`src/include/pewl_consts.vh`:
```
// Constants for the power event wake logic: register offsets, field positions,
// reset values and timing figures. Definitions only.
`ifndef PEWL_CONSTS_VH
`define PEWL_CONSTS_VH

// Register offsets on the runtime register port
`define PEWL_OFS_SCAN_CODE 8'h11
`define PEWL_OFS_EVT_OUT_CTRL 8'h16
`define PEWL_OFS_SLOW_CLK_CTRL 8'hf0
`define PEWL_OFS_STS1 8'h20
`define PEWL_OFS_EN1 8'h21
`define PEWL_OFS_STS2 8'h22
`define PEWL_OFS_EN2 8'h23
`define PEWL_OFS_GLOBAL 8'h24
`define PEWL_OFS_GPIO_POL 8'h25
`define PEWL_OFS_GPIO_DUAL 8'h26

// Field positions
`define PEWL_BIT_OUT_POL 1
`define PEWL_BIT_OUT_TYPE 7
`define PEWL_BIT_KEY_OFF 1
`define PEWL_BIT_KEY_STS 5
`define PEWL_BIT_RING_A 0
`define PEWL_BIT_RING_B 1
`define PEWL_BIT_KBD 2
`define PEWL_BIT_MOUSE 3
`define PEWL_BIT_FAN 4
`define PEWL_BIT_GLOBAL_EN 0
`define PEWL_BIT_AGG_STS 1

// Reset values
`define PEWL_RST_EVT_OUT_CTRL 8'h80
`define PEWL_RST_SLOW_CLK_CTRL 8'h00
`define PEWL_RST_SCAN_CODE 8'h00

// Key matcher timing: idle window in microseconds, slow clock in Hz
`define PEWL_IDLE_MIN_US 115
`define PEWL_SLOW_CLK_HZ 32768
`define PEWL_FRAME_BITS 11

`endif

```
`src/logic/pewl_top.v`:
```
// Power event wake logic: wake sources, sticky status, enables and the
// event output pin, plus the specific-key matcher.
// Assumes a simple synchronous register port on CORE_CLK and async pins.
//
// How it works
// - Ring, keyboard, mouse, GPIO, fan events assert output
// - Polarity bit selects active high or low
// - Bit 7 selects open-drain or push-pull
// - Reset default: active low, open drain
// - Global enable gates output; enabled pending asserts
// - Status sets regardless of global enable
// - Aggregate status is OR of enabled statuses
// - Write one clears status; zero keeps it
// - GPIO edge chosen by polarity, rising default
// - Dual-edge mode sets status on both edges
// - Fan status and enable valid with main power
// - Scan code at 0x11, standby reset only
// - Key wake status and enable at bit 5
// - Start bit after at least 115 us clock-high idle
// - Compare data on tenth falling edge
// - Accept only odd parity over data plus parity
// - Match with stop one sets key status
// - Return to idle after eleven clocks
// - Long clock-high mid-frame abandons the frame
// - Slow-clock bit 1 switches matcher off
// - Key wake needs its enable bit
// - GPIO status clears on write of one
`include "pewl_consts.vh"
module pewl_top #(
    parameter GPIO_N = 8,
    parameter IDLE_TICKS = (`PEWL_IDLE_MIN_US * `PEWL_SLOW_CLK_HZ + 999999) / 1000000
) (
    // Clock and resets
    input wire CORE_CLK,
    input wire RESET,
    input wire STANDBY_RESET,
    input wire MAIN_POWER_OK,
    // Register port
    input wire [7:0] REG_ADDR,
    input wire REG_WR,
    input wire REG_RD,
    input wire [7:0] REG_WDATA,
    output reg [7:0] REG_RDATA,
    // Wake source pins
    input wire RING_INDICATOR_A_N,
    input wire RING_INDICATOR_B_N,
    input wire KBD_DATA,
    input wire KBD_CLK,
    input wire MOUSE_DATA,
    input wire FAN_EVENT,
    input wire [GPIO_N-1:0] GPIO_IN,
    // Slow clock input
    input wire SLOW_CLK,
    // Power event output pin
    output wire POWER_EVENT_OUT,
    output wire POWER_EVENT_OE
);
    reg [7:0] wake_scan_code;
    reg [7:0] event_output_control;
    reg [7:0] slow_clock_control;
    reg [7:0] wake_enable_first;
    reg [7:0] wake_status_first;
    reg [GPIO_N-1:0] gpio_status;
    reg [GPIO_N-1:0] gpio_enable;
    reg [GPIO_N-1:0] gpio_pol;
    reg [GPIO_N-1:0] dual_edge_wake;
    reg global_event_enable;
    wire aggregate_event_status;
    wire key_wake_off;
    wire [5:0] s_level;
    wire [5:0] s_rise;
    wire [5:0] s_fall;
    wire [GPIO_N-1:0] g_rise;
    wire [GPIO_N-1:0] g_fall;
    wire [GPIO_N-1:0] gpio_evt;
    wire [7:0] evt_first;
    wire key_match;
    wire wr_sts1;
    wire wr_sts2;
    wire wr_scan;
    wire wr_ctl;
    wire wr_slow;
    wire wr_en1;
    wire wr_en2;
    wire wr_pol;
    wire wr_dual;
    wire wr_glob;
    wire key_tick;
    reg pwr_meta;
    reg pwr_ok;
    reg [7:0] next_status_first;
    reg [GPIO_N-1:0] next_gpio_status;
    reg next_out;
    reg next_oe;

    // Strobe-style write decode, reused by every register
    function hit;
        input [7:0] addr;
        input [7:0] ofs;
        begin
            hit = (addr == ofs);
        end
    endfunction

    // Zero-extend a GPIO field to the byte-wide read port;
    // GPIO_N above 8 is not supported by the read map
    function [7:0] pad;
        input [GPIO_N-1:0] v;
        begin
            pad = 8'h00;
            pad[GPIO_N-1:0] = v;
        end
    endfunction

    // Synchronise the single-bit wake and clock pins except ring A; ring inputs are active low
    pewl_edge_detect #(.WIDTH(6)) u_pins (
        .clk(CORE_CLK),
        .rst(RESET),
        .pin({SLOW_CLK, KBD_CLK, FAN_EVENT, MOUSE_DATA, KBD_DATA,
            RING_INDICATOR_B_N}),
        .level(s_level),
        .rise(s_rise),
        .fall(s_fall)
    );

    // Ring A uses its own sync so the vector stays readable
    wire ring_a_fall;
    pewl_edge_detect #(.WIDTH(1)) u_ring_a (
        .clk(CORE_CLK),
        .rst(RESET),
        .pin(RING_INDICATOR_A_N),
        .level(),
        .rise(),
        .fall(ring_a_fall)
    );

    pewl_edge_detect #(.WIDTH(GPIO_N)) u_gpio (
        .clk(CORE_CLK),
        .rst(RESET),
        .pin(GPIO_IN),
        .level(),
        .rise(g_rise),
        .fall(g_fall)
    );

    // Main power comes from another supply domain: two flops first
    always @(posedge CORE_CLK or posedge RESET)
    begin
        if (RESET)
        begin
            pwr_meta <= 1'b0;
            pwr_ok <= 1'b0;
        end
        else
        begin
            pwr_meta <= MAIN_POWER_OK;
            pwr_ok <= pwr_meta;
        end
    end

    // Matcher is off when the control bit is one; its tick is gated too
    assign key_wake_off = slow_clock_control[`PEWL_BIT_KEY_OFF];
    // No ticks while off, so the matcher sits still and saves power
    assign key_tick = s_rise[5] & ~key_wake_off;
    pewl_key_match #(.IDLE_TICKS(IDLE_TICKS)) u_key (
        .clk(CORE_CLK),
        .rst(RESET),
        .enable(~key_wake_off),
        .slow_tick(key_tick),
        .kbd_clk(s_level[4]),
        .kbd_clk_fall(s_fall[4]),
        .kbd_data(s_level[1]),
        .scan_code(wake_scan_code),
        .match(key_match)
    );

    // Active transitions: ring falls, kbd/mouse data falls, fan pulses
    assign evt_first = {2'b00,
        key_match,
        s_rise[3] & pwr_ok,
        s_fall[2],
        s_fall[1],
        s_fall[0],
        ring_a_fall};

    // GPIO edge select: polarity picks edge unless dual-edge is on
    assign gpio_evt = (dual_edge_wake & (g_rise | g_fall))
        | (~dual_edge_wake & ~gpio_pol & g_rise)
        | (~dual_edge_wake & gpio_pol & g_fall);

    // One decode per register, shared by the write processes
    assign wr_sts1 = REG_WR && hit(REG_ADDR, `PEWL_OFS_STS1);
    assign wr_sts2 = REG_WR && hit(REG_ADDR, `PEWL_OFS_STS2);
    assign wr_scan = REG_WR && hit(REG_ADDR, `PEWL_OFS_SCAN_CODE);
    assign wr_ctl = REG_WR && hit(REG_ADDR, `PEWL_OFS_EVT_OUT_CTRL);
    assign wr_slow = REG_WR && hit(REG_ADDR, `PEWL_OFS_SLOW_CLK_CTRL);
    assign wr_en1 = REG_WR && hit(REG_ADDR, `PEWL_OFS_EN1);
    assign wr_en2 = REG_WR && hit(REG_ADDR, `PEWL_OFS_EN2);
    assign wr_pol = REG_WR && hit(REG_ADDR, `PEWL_OFS_GPIO_POL);
    assign wr_dual = REG_WR && hit(REG_ADDR, `PEWL_OFS_GPIO_DUAL);
    assign wr_glob = REG_WR && hit(REG_ADDR, `PEWL_OFS_GLOBAL);

    // Next status: a new event wins over a same-cycle clear,
    // so an edge landing on the clear is never lost
    always @*
    begin
        next_status_first = wake_status_first;
        next_gpio_status = gpio_status;
        if (wr_sts1)
            next_status_first = next_status_first & ~REG_WDATA;
        if (wr_sts2)
            next_gpio_status = next_gpio_status & ~REG_WDATA[GPIO_N-1:0];
        next_status_first = next_status_first | evt_first;
        next_gpio_status = next_gpio_status | gpio_evt;
    end

    // Sticky status registers
    always @(posedge CORE_CLK or posedge RESET)
    begin
        if (RESET)
        begin
            wake_status_first <= 8'h00;
            gpio_status <= {GPIO_N{1'b0}};
        end
        else
        begin
            wake_status_first <= next_status_first;
            gpio_status <= next_gpio_status;
        end
    end

    // Scan code lives on standby power: only standby reset clears it,
    // so the wake key survives a main reset
    always @(posedge CORE_CLK or posedge STANDBY_RESET)
    begin
        if (STANDBY_RESET)
            wake_scan_code <= `PEWL_RST_SCAN_CODE;
        else if (wr_scan)
            wake_scan_code <= REG_WDATA;
    end

    // Control and enable registers
    always @(posedge CORE_CLK or posedge RESET)
    begin
        if (RESET)
        begin
            event_output_control <= `PEWL_RST_EVT_OUT_CTRL;
            slow_clock_control <= `PEWL_RST_SLOW_CLK_CTRL;
            wake_enable_first <= 8'h00;
            gpio_enable <= {GPIO_N{1'b0}};
            gpio_pol <= {GPIO_N{1'b0}};
            dual_edge_wake <= {GPIO_N{1'b0}};
            global_event_enable <= 1'b0;
        end
        else
        begin
            // Fan enables must be cleared by software before main power goes
            if (wr_ctl)
                event_output_control <= REG_WDATA;
            if (wr_slow)
                slow_clock_control <= REG_WDATA;
            if (wr_en1)
                wake_enable_first <= REG_WDATA;
            if (wr_en2)
                gpio_enable <= REG_WDATA[GPIO_N-1:0];
            if (wr_pol)
                gpio_pol <= REG_WDATA[GPIO_N-1:0];
            if (wr_dual)
                dual_edge_wake <= REG_WDATA[GPIO_N-1:0];
            if (wr_glob)
                global_event_enable <= REG_WDATA[`PEWL_BIT_GLOBAL_EN];
        end
    end

    // Aggregate: any status with its enable; key bit needs its enable too
    assign aggregate_event_status = |(wake_status_first & wake_enable_first)
        | |(gpio_status & gpio_enable);

    // Output pin: asserted level follows polarity; open drain only pulls
    wire pme_active = global_event_enable & aggregate_event_status;
    wire pin_level = event_output_control[`PEWL_BIT_OUT_POL] ? pme_active
        : ~pme_active;
    reg out_q;
    reg oe_q;

    // Open drain drives only the low level; push-pull always drives.
    // Active-high open drain thus needs a pull-up to show the event.
    always @*
    begin
        next_out = pin_level;
        if (event_output_control[`PEWL_BIT_OUT_TYPE])
            next_oe = ~pin_level;
        else
            next_oe = 1'b1;
    end

    // Pin flops: reset leaves the pin released and high
    always @(posedge CORE_CLK or posedge RESET)
    begin
        if (RESET)
        begin
            out_q <= 1'b1;
            oe_q <= 1'b0;
        end
        else
        begin
            out_q <= next_out;
            oe_q <= next_oe;
        end
    end
    assign POWER_EVENT_OUT = out_q;
    assign POWER_EVENT_OE = oe_q;

    // Read data registered one cycle after REG_RD; unmapped reads zero
    always @(posedge CORE_CLK or posedge RESET)
    begin
        if (RESET)
            REG_RDATA <= 8'h00;
        else if (REG_RD)
        begin
            case (REG_ADDR)
                `PEWL_OFS_SCAN_CODE: REG_RDATA <= wake_scan_code;
                `PEWL_OFS_EVT_OUT_CTRL: REG_RDATA <= event_output_control;
                `PEWL_OFS_SLOW_CLK_CTRL: REG_RDATA <= slow_clock_control;
                `PEWL_OFS_STS1: REG_RDATA <= wake_status_first;
                `PEWL_OFS_EN1: REG_RDATA <= wake_enable_first;
                `PEWL_OFS_STS2: REG_RDATA <= pad(gpio_status);
                `PEWL_OFS_EN2: REG_RDATA <= pad(gpio_enable);
                `PEWL_OFS_GPIO_POL: REG_RDATA <= pad(gpio_pol);
                `PEWL_OFS_GPIO_DUAL: REG_RDATA <= pad(dual_edge_wake);
                `PEWL_OFS_GLOBAL: REG_RDATA <= {6'h00, aggregate_event_status,
                    global_event_enable};
                default: REG_RDATA <= 8'h00;
            endcase
        end
    end
endmodule // pewl_top

```
`src/logic/pewl_edge_detect.v`:
```
// Two-flop synchroniser with edge detect for asynchronous inputs.
// Assumes the input is a pin outside the sampling clock domain.
module pewl_edge_detect #(
    parameter WIDTH = 1
) (
    // Clock and reset
    input wire clk,
    input wire rst,
    // Pin side
    input wire [WIDTH-1:0] pin,
    // Synchronised level and edges
    output wire [WIDTH-1:0] level,
    output wire [WIDTH-1:0] rise,
    output wire [WIDTH-1:0] fall
);
    reg [WIDTH-1:0] meta;
    reg [WIDTH-1:0] sync;
    reg [WIDTH-1:0] prev;

    // First flop only feeds the second
    always @(posedge clk or posedge rst)
    begin
        if (rst)
        begin
            meta <= {WIDTH{1'b0}};
            sync <= {WIDTH{1'b0}};
            prev <= {WIDTH{1'b0}};
        end
        else
        begin
            meta <= pin;
            sync <= meta;
            prev <= sync;
        end
    end

    assign level = sync;
    assign rise = sync & ~prev;
    assign fall = ~sync & prev;
endmodule // pewl_edge_detect

```
`src/logic/pewl_key_match.v`:
```
// Keyboard scan code matcher, stepping on keyboard clock falls; idle window timed in slow-clock ticks.
// Assumes kbd clock/data are already synchronised and slow_tick is one cycle wide.
`include "pewl_consts.vh"
module pewl_key_match #(
    parameter IDLE_TICKS = 4
) (
    // Clock and reset
    input wire clk,
    input wire rst,
    // Enable and slow clock tick
    input wire enable,
    input wire slow_tick,
    // Synchronised keyboard lines
    input wire kbd_clk,
    input wire kbd_clk_fall,
    input wire kbd_data,
    // Programmed scan code
    input wire [7:0] scan_code,
    // One-cycle match pulse
    output reg match
);
    localparam ST_IDLE = 3'b001;
    localparam ST_ARMED = 3'b010;
    localparam ST_FRAME = 3'b100;

    reg [2:0] state;
    reg [7:0] idle_cnt;
    reg [3:0] bit_cnt;
    reg [7:0] shift;
    reg parity;
    reg data_ok;

    // Idle counter counts slow ticks while the clock line stays high
    always @(posedge clk or posedge rst)
    begin
        if (rst)
            idle_cnt <= 8'h00;
        else if (!enable || !kbd_clk)
            idle_cnt <= 8'h00;
        else if (slow_tick && idle_cnt != 8'hff)
            idle_cnt <= idle_cnt + 8'h01;
    end

    // Frame sequencer; gated off entirely while disabled
    always @(posedge clk or posedge rst)
    begin
        if (rst)
        begin
            state <= ST_IDLE;
            bit_cnt <= 4'h0;
            shift <= 8'h00;
            parity <= 1'b0;
            data_ok <= 1'b0;
            match <= 1'b0;
        end
        else
        begin
            match <= 1'b0;
            if (!enable)
                state <= ST_IDLE;
            else
            begin
                case (state)
                    ST_IDLE:
                    begin
                        if (idle_cnt >= IDLE_TICKS)
                            state <= ST_ARMED;
                    end
                    ST_ARMED:
                    begin
                        // Start bit taken on first falling edge after idle
                        if (kbd_clk_fall)
                        begin
                            state <= ST_FRAME;
                            bit_cnt <= 4'h1;
                            parity <= 1'b0;
                        end
                    end
                    ST_FRAME:
                    begin
                        if (idle_cnt >= IDLE_TICKS)
                            state <= ST_IDLE;
                        else if (kbd_clk_fall)
                        begin
                            bit_cnt <= bit_cnt + 4'h1;
                            if (bit_cnt <= 4'h8)
                            begin
                                shift <= {kbd_data, shift[7:1]}; // LSB first
                                parity <= parity ^ kbd_data;
                            end
                            else if (bit_cnt == 4'h9)
                            begin
                                // Compare sampled at edge 10, with parity
                                data_ok <= (shift == scan_code)
                                    && (parity ^ kbd_data);
                            end
                            else
                            begin
                                // Eleventh edge: stop bit, then back to search
                                match <= data_ok && kbd_data;
                                state <= ST_IDLE;
                            end
                        end
                    end
                    default:
                        state <= ST_IDLE;
                endcase
            end
        end
    end
endmodule // pewl_key_match

```
`config.mk`:
```
export PLATFORM = sky130hd
export DESIGN_NAME = pewl_top
export DESIGN_NICKNAME = d
export VERILOG_FILES = /design/src/logic/pewl_top.v /design/src/logic/pewl_edge_detect.v /design/src/logic/pewl_key_match.v
export VERILOG_INCLUDE_DIRS = /design/src /design/src/include
export SDC_FILE = /design/constraint.sdc
export NUM_CORES = 1
export LEC_CHECK = 0
export ABC_CLOCK_PERIOD_IN_PS = 6100
export BUFFER_PORTS_ARGS = -buffer_cell sky130_fd_sc_hd__buf_2
export CAP_MARGIN = 20
export CORE_ASPECT_RATIO = 1.4
export CORE_MARGIN = 5
export CORE_UTILIZATION = 50
export CTS_CLUSTER_SIZE = 25
export DETAILED_ROUTE_END_ITERATION = 8
export PLACE_DENSITY = 0.68
export SYNTH_ARGS = -nofsm -noshare
export SYNTH_HDL_FRONTEND = slang
export SYNTH_SLANG_ARGS = --single-unit
```
`constraint.sdc`:
```
create_clock -name CORE_CLK -period 6.1 [get_ports CORE_CLK]
set_input_delay 0.61 -clock CORE_CLK [delete_from_list [all_inputs] [get_ports CORE_CLK]]
set_output_delay 0.61 -clock CORE_CLK [all_outputs]
set_load 0.005 [all_outputs]
```
==> summary.md, run 1 <==
| Metric | Value |
|---|---|
| Clock root buffer | clkbuf_16 |
| Yosys reg bits | 156 |
| Max Fclk | 378.9 MHz |
| Global Route Usage Sum | 21.42% |
| Max Slew Vio Count | 0 |
| RSZ-0062 raised after global routing | false |
| CP Capture Type | register |
| Std cell rows | 51 |
| H-tree levels | 4 |
| Hold Fails Final Rpt | 0 |
| Top cells by area, synth | dfrtp_1 (54%), mux2_2 (11%), ha_1 (3.7%) |
| Initial antenna violation count | 0 |
| Starting Density | 51.20% |
| Total core area | 13970 um2 |
| Die area | 16830 um2 |
| Seq/Total Area, Yosys | 54.62% |
| WS Path Type | in -> reg |
| WL final | 17160 um |
| Hold_buf cts | 0 |
| Vias in the first global route | 5267 |
| Post-synth top flop | dfrtp_1 |
| Fraction of layout cells with a size suffix above 1 | 24.09% |
| Antenna Nets Post-Route | 0 |
| First-pass GRT wire length | 28050 um |
| IO Count | 47 |
| CTS resizes | 0 |
| Via density | 5.940 |
| Yosys warning total | 0 |
| DRT Pass-1 Iters | 7 |
| Final nets | 705 |
| # DRC | 0 |
| Setup Skew | 6.770 ps |
| Largest net degree at the start of global routing | 90 |
| Die H | 151.5 um |
| CP Launch Point | REG_ADDR[1] |
| Final setup fails | 0 |
| Leading area contributor after synthesis | dfrtp_1 |
| Worst-margin pin slew | 1168 ps |
| Worst rel slew slack | 21.94% |
| Switch Pwr | 534.1 uW |
| Fin crit share | 43.26% |
| Post-synth EDFFs | 0 |
| Clock buffer depth | 2 |
| CTS Sinks | 156 |
| Critical Path RT | 6410 ps |
| Worst hold path class | in -> async |
| Grt ovf | 0 |
| Antenna cells | 0 |
| Setup TNS | 0 ps |
| Pre-CTS setup slack | 3091 ps |
| Yosys cell types | 66 |
| Clock slew at reported path FFs | 60 ps |
| Mean Syn Cell Area | 11.84 um2 |
| Syn Inst Count | 604 |
| Worst skew pair latency | 430 ps |
| Worst Setup Slack, final | 3461 ps |
| CTS tree | done |
| Syn_nets | 662 |
| Origin of the critical flop-to-flop path | slow_clock_control[1]$_DFFE_PP0P_ |
| Port Buffers | 46 |
| Reg power frac | 48.4% |
| CP arrival | 2950 ps |
| Clock share of power | 45.6% |
| Final min period | 2639 ps |
| Post-route total power | 2272 uW |
| Async set-reset flop share out of synthesis | 100.0% |
| Crit start category | input pin |
| Int Power | 1738 uW |
| Combinational power share | 6.0% |
| GP Congestion | 0.9384 |
| Area Growth Syn to Fin | 13.57% |
| Sw Ratio | 23.50% |
| DIE WIDTH | 111.1 um |
| Via Count | 5019 |
| Outcome | finished, final reports clean |
| Top-count cell post-synth | dfrtp_1 |
| Max-capacitance violation count | 0 |
| Setup bufs post-CTS | 0 |
| CTS Buf Count | 17 |
| Critical path peak fanout | 26 |
| Post-Synthesis Cell Area | 7154 um2 |
| Peak supply drop | 0.1690 mV |
| Leakage | 0.003749 uW |
| Worst r2r path cells | 4 |
| Power Dens Cells | 279.7 nW/um2 |
| Starting DRT DRC Count | 265 |
| WL/cell | 20.30 um |
| Synth top area share | 53.52% |
| Post-synth top cells | dfrtp_1 (153), mux2_2 (69), nand2_1 (39), inv_1 (33), ha_1 (21) |
| HPWL after DPL | 12320 um |
==> through the flow <==
| stage | cell area, um2 | utilization, % | instances | hold slack (ps) |
|---|---|---|---|---|
| after floorplan | 7154 | - | 604 | 331.2 |
| after global placement | 7543 | 53.98 | 813 | 331.7 |
| after detailed placement | 7543 | 53.98 | 813 | 334.7 |
| after CTS | 8125 | 58.14 | 845 | 137.7 |
| after global routing | 8125 | 58.14 | 845 | 171.8 |
| final | 8125 | 58.14 | 845 | 145.6 |
==> final cells by class <==
type | count | area, um2
fill | 1171 | 5849
clock inverter | 13 | 138.9
multi-input combinational | 391 | 3030
tap | 185 | 231.5
inverter | 33 | 128.9
timing repair buffer | 48 | 245.2
sequential | 156 | 3908
clock buffer | 19 | 442.9
==> path summary, 6_finish.rpt <==
check / slack, ps / end
max: 3460 / slow_clock_control[1]$_DFFE_PP0P_
min: 150 / wake_scan_code[7]$_DFFE_PP0P_
max reg2reg: 3820 / u_key.shift[0]$_DFFE_PP0P_
min reg2reg: 340 / pwr_ok$_DFF_PP0_
max in group asynchronous: 4510 / gpio_pol[1]$_DFFE_PP0P_
min in group CORE_CLK: 290 / u_gpio.meta[1]$_DFF_PP0_
==> layer usage <==
layer / vias up / GRT usage (%) / share of wire (%)
met5: - / 0 / 0
met2: 160 / 38.61 / 54
met4: 0 / 8.886 / 3.1
met1: 2511 / 25.00 / 39
met3: 42 / 4.489 / 4.6
li1: 2306 / - / -
==> cells in the final DEF, fill, tap and decap left out, drive strengths merged, types with 10 or more instances in the layout <==
cell | Yosys | routed
a211oi | 10 | 10
a21o | 10 | 10
a21oi | 11 | 11
a22o | 18 | 18
a22oi | 11 | 11
buf | 11 | 48
clkbuf | 13 | 19
dfrtp | 153 | 153
ha | 21 | 21
inv | 33 | 36
mux2 | 69 | 69
nand2 | 39 | 39
nand3 | 18 | 18
nor2 | 21 | 21
nor2b | 15 | 15
nor3 | 12 | 12
o21ai | 20 | 20
==> power groups by stage <==
stage | logic, uW | registers [uW] | clock network [uW]
floorplan | 90.7 | 1110 | 0
global placement | 131 | 1120 | 0
detailed placement | 136 | 1120 | 0
CTS | 137 | 1100 | 1060
global route | 152 | 1100 | 1110
finish | 136 | 1100 | 1040
==> cell families after synthesis <==
family	after synthesis	synth area share [%]
flip-flops	156	54.62
AND/OR/NAND/NOR	161	12.66
buffers and inverters	57	3.113
adder cells (fa/ha/maj)	21	3.673
multiplexers	75	11.70
XOR/XNOR	15	1.836
AO/OA/AOI/OAI	119	12.40
==> critical path, stage by stage <==
cell	delay, ps
buf_2	260
or3_1	450
nor3_1	670
nand2_1	520
mux2_2	420
(Power assumes the default switching activity.)
==> run 2, diff against run 1 <==
--- a/config.mk
+++ b/config.mk
@@ -6,7 +6,8 @@
 export SDC_FILE = /design/constraint.sdc
 export NUM_CORES = 1
 export LEC_CHECK = 0
-export ABC_CLOCK_PERIOD_IN_PS = 6100
+export ABC_AREA = 1
+export ABC_CLOCK_PERIOD_IN_PS = 2200
 export BUFFER_PORTS_ARGS = -buffer_cell sky130_fd_sc_hd__buf_2
 export CAP_MARGIN = 20
 export CORE_ASPECT_RATIO = 1.4
@@ -14,7 +15,7 @@
 export CORE_UTILIZATION = 50
 export CTS_CLUSTER_SIZE = 25
 export DETAILED_ROUTE_END_ITERATION = 8
-export PLACE_DENSITY = 0.68
+export PLACE_DENSITY = 0.7
 export SYNTH_ARGS = -nofsm -noshare
 export SYNTH_HDL_FRONTEND = slang
 export SYNTH_SLANG_ARGS = --single-unit
==> constraint.sdc (replaced) <==
create_clock -name CORE_CLK -period 2.2 [get_ports CORE_CLK]
set_input_delay 0.22 -clock CORE_CLK [delete_from_list [all_inputs] [get_ports CORE_CLK]]
set_output_delay 0.22 -clock CORE_CLK [all_outputs]
set_load 0.005 [all_outputs]
==> summary.md, run 2 <==
| Metric | Value |
|---|---|
| Clock root buffer | clkbuf_16 |
| Placed Area | 7635 um2 (+1.2%) |
| Worst skew pair latency | 420 ps (about the same) |
| # DRC | 0 (unchanged) |
| Global Route Usage Sum | 20.85% (-0.56 points) |
| Top cells by area, synth | dfrtp_1 (54%), nand2_1 (10%), o21ai_0 (5.9%) |
| Seq/Total Area, Yosys | 54.64% (about the same) |
| Yosys warning total | 0 (unchanged) |
| Area Growth Syn to Fin | 17.76% |
| Antenna cells | 0 (unchanged) |
| Final min period | 1694 ps |
| Die H | 151.5 um (about the same) |
| Top-count cell post-synth | nand2_1 |
| WHS | 31.24 ps (-114.3 ps) |
| Starting DRT DRC Count | 274 (+3.4%) |
| Crit start category | register |
| Post-Synthesis Cell Area | 7152 um2 (about the same) |
| H-tree levels | 4 (unchanged) |
| Post-route total power | 6538 uW (+190%) |
| Starting Density | 51.18% (about the same) |
| Critical Path RT | 2530 ps (-3880 ps) |
| Most frequent cells in the layout | nand2_1 (193), dfrtp_1 (153), inv_1 (96) |
| WL final | 16470 um (-4.0%) |
| Worst hold path class | in -> reg |
| CP max stage delay | 540 ps (-130 ps) |
| Syn_nets | 872 (+32%) |
| Critical-path cell list | inv_1 > nand3_1 > inv_1 > nand2_1 > nor2_1 > o21ai_0 > nand2_1 > o21ai_0 |
| Setup Skew | 8.273 ps (+1.503 ps) |
| Syn Inst Count | 814 (+35%) |
| Antenna Nets Post-Route | 0 (unchanged) |
| First-pass GRT wire length | 27550 um (-1.8%) |
| CTS resizes | 0 (unchanged) |
| Most common cell after layout, fill and taps aside | nand2_1 |
| Largest net degree at the start of global routing | 35 (-61%) |
| Max Slew Vio Count | 0 (unchanged) |
| Setup TNS | 0 ps (unchanged) |
| WS Path Type | reg -> reg |
| Die area | 16830 um2 (about the same) |
| Synth top area share | 53.53% (about the same) |
| Post-synth top cells | nand2_1 (193), dfrtp_1 (153), inv_1 (97), o21ai_0 (84) |
| HPWL after DPL | 12310 um (about the same) |
| CTS tree | done |
| Post-synth EDFFs | 0 (unchanged) |
| Std cell rows | 51 (unchanged) |
| Peak supply drop | 0.5555 mV (+230%) |
| Yosys cell types | 40 (-39%) |
| CTS Buf Count | 17 (unchanged) |
| Final-layout fill cell count | 1229 (+5.0%) |
| Setup bufs post-CTS | 0 (unchanged) |
| Via density | 5.165 (-13%) |
| CP Capture Type | register |
| RSZ-0062 raised after global routing | false |
| Worst rel slew slack | 52.82% (+31 points) |
| Clock slew at reported path FFs | 60 ps (about the same) |
| CTS Sinks | 156 (unchanged) |
| DRT Pass-1 Iters | 5 (-2) |
| Total core area | 13970 um2 (unchanged) |
| DIE WIDTH | 111.1 um (about the same) |
| Hold_buf cts | 18 (+18) |
| Hold Fails Final Rpt | 0 (unchanged) |
| IO Count | 47 (unchanged) |
| Initial antenna violation count | 0 (unchanged) |
| Async set-reset flop share out of synthesis | 100.0% (unchanged) |
| Port Buffers | 46 (unchanged) |
| Final setup fails | 0 (unchanged) |
| Fin crit share | 76.98% |
| Fraction of layout cells with a size suffix above 1 | 12.94% (-11 points) |
| Leakage | 0.004140 uW (+10%) |
| GP Congestion | 0.9435 (+0.54%) |
| Post-synth top flop | dfrtp_1 |
| Mean Syn Cell Area | 8.786 um2 (-26%) |
| CP arrival | 2020 ps (-930 ps) |
| Vias in the first global route | 5633 (+6.9%) |
| Via Count | 5625 (+12%) |
| Max Fclk | 590.5 MHz |
| Worst-margin pin slew | 706.3 ps (-461.5 ps) |
| Post-layout instance area | 8422 um2 (+3.6%) |
| Max-capacitance violation count | 0 (unchanged) |
| Outcome | finished, final reports clean |
| WL/cell | 15.13 um (-26%) |
| Critical path peak fanout | 7 (-73%) |
| Yosys reg bits | 156 (unchanged) |
| CP max-delay cell | dfstp_2 |
| Power Dens Cells | 776.4 nW/um2 (+180%) |
| Grt ovf | 0 (unchanged) |
| Leading area contributor after synthesis | dfrtp_1 |
| Clock buffer depth | 2 (unchanged) |
| Final nets | 949 (+35%) |
[run 2: layer usage]
metal	share of wire, %	up-vias	GRT usage, %
met1	40	2659	24.11
li1	-	2771	-
met2	51	155	36.33
met5	0	-	0
met3	4.8	40	4.728
met4	4.3	0	11.20
[run 2: report_power, final]
group	total, uW	internal (uW)	switching [uW]
logic	446	176	270
clock network	2990	1830	1160
registers	3100	3010	90.5
total	6540	5010	1520
[run 2: cell families after synthesis]
logic type | share of synthesized area (%)
AOI/OAI and AO/OA | 10.85
buffers and inverters | 7.260
DFF | 54.64
xor gates and xnor gates | 0.8573
and+or+nand+nor | 22.29
adders and majority gates | 3.674
muxes | 0.4374
[run 2: area by class of cell]
class                   instances  area (um2)  area share [%]
clock inverters                12       160.2           1.902
repair buffers                 77       558.0           6.626
clock buffers                  20       446.7           5.304
well taps                     185       231.5           2.748
flip-flops and latches        156        3908           46.40
inverters                     103       392.9           4.665
multi-input cells             536        2725           32.36
[run 2: per-stage QoR]
stage | utilization [%] | setup slack, ps | std cells
after floorplan | - | 121.5 | 814
after global placement | 54.63 | 514.9 | 1039
after detailed placement | 54.63 | 420.7 | 1039
after CTS | 60.27 | 487.6 | 1089
after global routing | 60.27 | 252.3 | 1089
final | 60.27 | 506.5 | 1089
[run 2: critical path: cells and delay by family (launching register included)]
| family | cells | cell delay [ps] |
|---|---|---|
| buffers and inverters | 2 | 220 |
| AOI/OAI and AO/OA | 2 | 380 |
| DFF | 1 | 540 |
| and+or+nand+nor | 4 | 460 |
[run 2: path summary, 6_finish.rpt]
| check | start | to | slack, ps | cells after the start |
|---|---|---|---|---|
| min | REG_WDATA[6] | slow_clock_control[6]$_DFFE_PP0P_ | 30 | 3 |
| min in group asynchronous | STANDBY_RESET | wake_scan_code[0]$_DFFE_PP0P_ | 290 | 3 |
| max reg2reg | u_key.state[0]$_DFFE_PP1P_ | u_key.state[1]$_DFFE_PP0P_ | 510 | 8 |
| max in group asynchronous | RESET | POWER_EVENT_OUT$_DFF_PP1_ | 1080 | 4 |
| max | u_key.state[0]$_DFFE_PP1P_ | u_key.state[1]$_DFFE_PP0P_ | 510 | 8 |
| min reg2reg | u_pins.meta[3]$_DFF_PP0_ | u_pins.level[3]$_DFF_PP0_ | 350 | 0 |
==> run 3, diff against run 2 <==
--- a/config.mk
+++ b/config.mk
@@ -7,7 +7,7 @@
 export NUM_CORES = 1
 export LEC_CHECK = 0
 export ABC_AREA = 1
-export ABC_CLOCK_PERIOD_IN_PS = 2200
+export ABC_CLOCK_PERIOD_IN_PS = 1360
 export BUFFER_PORTS_ARGS = -buffer_cell sky130_fd_sc_hd__buf_2
 export CAP_MARGIN = 20
 export CORE_ASPECT_RATIO = 1.4
==> constraint.sdc (replaced) <==
create_clock -name CORE_CLK -period 1.36 [get_ports CORE_CLK]
set_input_delay 0.136 -clock CORE_CLK [delete_from_list [all_inputs] [get_ports CORE_CLK]]
set_output_delay 0.136 -clock CORE_CLK [all_outputs]
set_load 0.005 [all_outputs]
==> summary.md, run 3 (same netlist as run 2, synthesis figures left out) <==
| Metric | Value |
|---|---|
| DIE WIDTH | 111.1 um (unchanged) |
| Placed Area | 8284 um2 (+8.5%) |
| CTS Sinks | 156 (unchanged) |
| Antenna cells | 0 (unchanged) |
| Final setup fails | 17 (+17) |
| H-tree levels | 4 (unchanged) |
| Vias in the first global route | 6109 (+8.5%) |
| WL final | 19320 um (+17%) |
| Worst skew pair latency | 430 ps (about the same) |
| Hold Fails Final Rpt | 0 (unchanged) |
| # DRC | 0 (unchanged) |
| RSZ-0062 raised after global routing | true |
| CP Capture Type | register |
| Largest net degree at the start of global routing | 79 (+130%) |
| Max Slew Vio Count | 0 (unchanged) |
| CP arrival | 1800 ps (-220 ps) |
| Crit-path leading delay family | simple AND/OR/NAND/NOR gates |
| Antenna Nets Post-Route | 0 (unchanged) |
| First-pass GRT wire length | 30350 um (+10%) |
| Worst Setup Slack, final | -128.5 ps (-635.0 ps) |
| Final min period | 1489 ps (-205.0 ps) |
| Critical path peak fanout | 8 (+1) |
| Area Growth Syn to Fin | 33.50% |
| Met3 Use GR | 4.609% (-0.12 points) |
| Met2 Use GR | 42.25% (+5.9 points) |
| Critical Path RT | 1670 ps (-860 ps) |
| Setup Skew | 8.333 ps (+0.05964 ps) |
| Post-layout instance area | 9548 um2 (+13%) |
| Power Dens Cells | 1148 nW/um2 (+48%) |
| Origin of the critical flop-to-flop path | u_key.idle_cnt[5]$_DFFE_PP0P_ |
| Worst setup path end | u_key.shift[7]$_DFFE_PP0P_ |
| Total core area | 13970 um2 (unchanged) |
| Grt ovf | 0 (unchanged) |
| Critical-path cell list | nor2_2 > nand3_1 > inv_1 > nand2_1 > inv_2 > nand4_4 > nor2_1 > a21oi_1 |
| Global Route Usage Sum | 23.13% (+2.3 points) |
| Clock buffer depth | 2 (unchanged) |
| Critical R2R Capture | u_key.shift[7]$_DFFE_PP0P_ |
| Initial antenna violation count | 0 (unchanged) |
| Starting DRT DRC Count | 442 (+61%) |
| Post-route total power | 10960 uW (+68%) |
| Clock root buffer | clkbuf_16 |
| Std cell rows | 51 (unchanged) |
| WL/cell | 16.25 um (+7.4%) |
| DRT Pass-1 Iters | 5 (unchanged) |
| CP max-delay cell | dfrtp_1 |
| Failing checks | negative setup slack |
| WS Path Type | reg -> reg |
| Worst hold path class | in -> reg |
| HPWL after DPL | 13210 um (+7.3%) |
| Outcome | finished with violations |
| Met1 Usage GRT | 25.83% (+1.7 points) |
| Via density | 5.179 (+0.27%) |
| CTS Buf Count | 17 (unchanged) |
| CP Depth | 8 (unchanged) |
| CP Launch Point | u_key.idle_cnt[5]$_DFFE_PP0P_ |
| Peak supply drop | 0.8864 mV (+60%) |
| Starting Density | 51.18% (unchanged) |
| Most common cell after layout, fill and taps aside | nand2_1 |
| Clock slew at reported path FFs | 70 ps (about the same) |
| Internal reg-to-reg setup slack | -130 ps (-630 ps) |
| Crit start category | register |
| Via Count | 6158 (+9.5%) |
| Die area | 16830 um2 (unchanged) |
| Worst rel slew slack | 71.59% (+19 points) |
| WHS | 31.02 ps (-0.2177 ps) |
| Worst-margin pin slew | 421.7 ps (-284.6 ps) |
| WP buf/inv | 2 (unchanged) |
| Max Fclk | 671.8 MHz (+14%) |
| Layer with the highest usage | met2 |
| CP max stage delay | 430 ps (-110 ps) |
| GP Congestion | 0.9288 (-1.6%) |
| Die H | 151.5 um (unchanged) |
| Worst r2r path cells | 8 (unchanged) |
| Fraction of layout cells with a size suffix above 1 | 26.79% (+14 points) |
| IO Count | 47 (unchanged) |
| Port Buffers | 46 (unchanged) |
| Final nets | 1049 (+11%) |
| Most frequent cells in the layout | nand2_1 (177), dfrtp_1 (150), buf_4 (95) |
| Max-capacitance violation count | 0 (unchanged) |
| CTS tree | done |
| Fin crit share | 109.4% (+32 points) |
| Leakage | 0.004662 uW (+13%) |
==> run 3: changes by cell type in the layout (fill, tap and decap cells not counted), moves of 6 or more <==
cell	previous run	this run
nand2_2	5	19
o21ai_0	84	74
dlygate4sd3_1	18	25
nand2_1	193	177
nor2_4	4	11
buf_4	9	95
nand3_1	67	59
inv_2	4	10
nor2_1	67	56
inv_1	96	89
==> run 3: final cells by class <==
cell class / count / area [um2]
Inverter: 103 / 395.4
Multi-Input combinational cell: 537 / 3018
Clock buffer: 21 / 470.5
Fill cell: 1067 / 4427
Timing Repair Buffer: 176 / 1368
Sequential cell: 156 / 3911
Tap cell: 185 / 231.5
Clock inverter: 11 / 153.9
==> run 3: worst min path at each step <==
stage,from,end,slack (ps),cells after the start
2_1_floorplan,STANDBY_RESET,wake_scan_code[0]$_DFFE_PP0P_,-50,1
3_3_place_gp,RESET,u_pins.meta[2]$_DFF_PP0_,40,2
3_5_place_dp,RESET,u_pins.meta[2]$_DFF_PP0_,40,2
4_1_cts,REG_RD,REG_RDATA[4]$_DFFE_PP0P_,10,3
5_1_grt,REG_RD,REG_RDATA[3]$_DFFE_PP0P_,30,3
6_report,REG_RD,REG_RDATA[0]$_DFFE_PP0P_,30,3
==> run 3: tightest hold or removal path, cell delays in order <==
cell     delay, ps
buf_2          160
nand2_1         80
nand2_1         50
==> run 3: where the power goes <==
part	total [uW]	switching, uW	internal [uW]
registers	5010	142	4870
clock network	5020	1960	3060
logic	927	517	410
total	11000	2620	8340
==> run 3: repair_timing <==
item | in CTS | in global routing
resized for setup | 22 | 65
hold buffers | 25 | 0
endpoints found under the hold margin | 179 | 0
gates cloned | 1 | 0
buffers inserted | 5 | 8
setup endpoints to repair | 22 | 29
pin swaps | 20 | 29
==> run 3: per-stage QoR <==
step           TNS [ps]  util [%]  std cells  setup WS [ps]
2_1_floorplan    -92580         -        814         -634.5
3_3_place_gp      -3633     59.28       1120         -196.3
3_5_place_dp      -5322     59.28       1120         -229.9
4_1_cts          -394.4     66.44       1183         -67.39
5_1_grt           -3536     68.32       1189         -221.8
6_report          -1462     68.32       1189         -128.5
==> run 3: metal layers <==
layer / vias up / share of wire [%]
met3: 45 / 4.0
met1: 2956 / 38
met5: - / 0
met4: 0 / 3.6
met2: 171 / 54
li1: 2986 / -
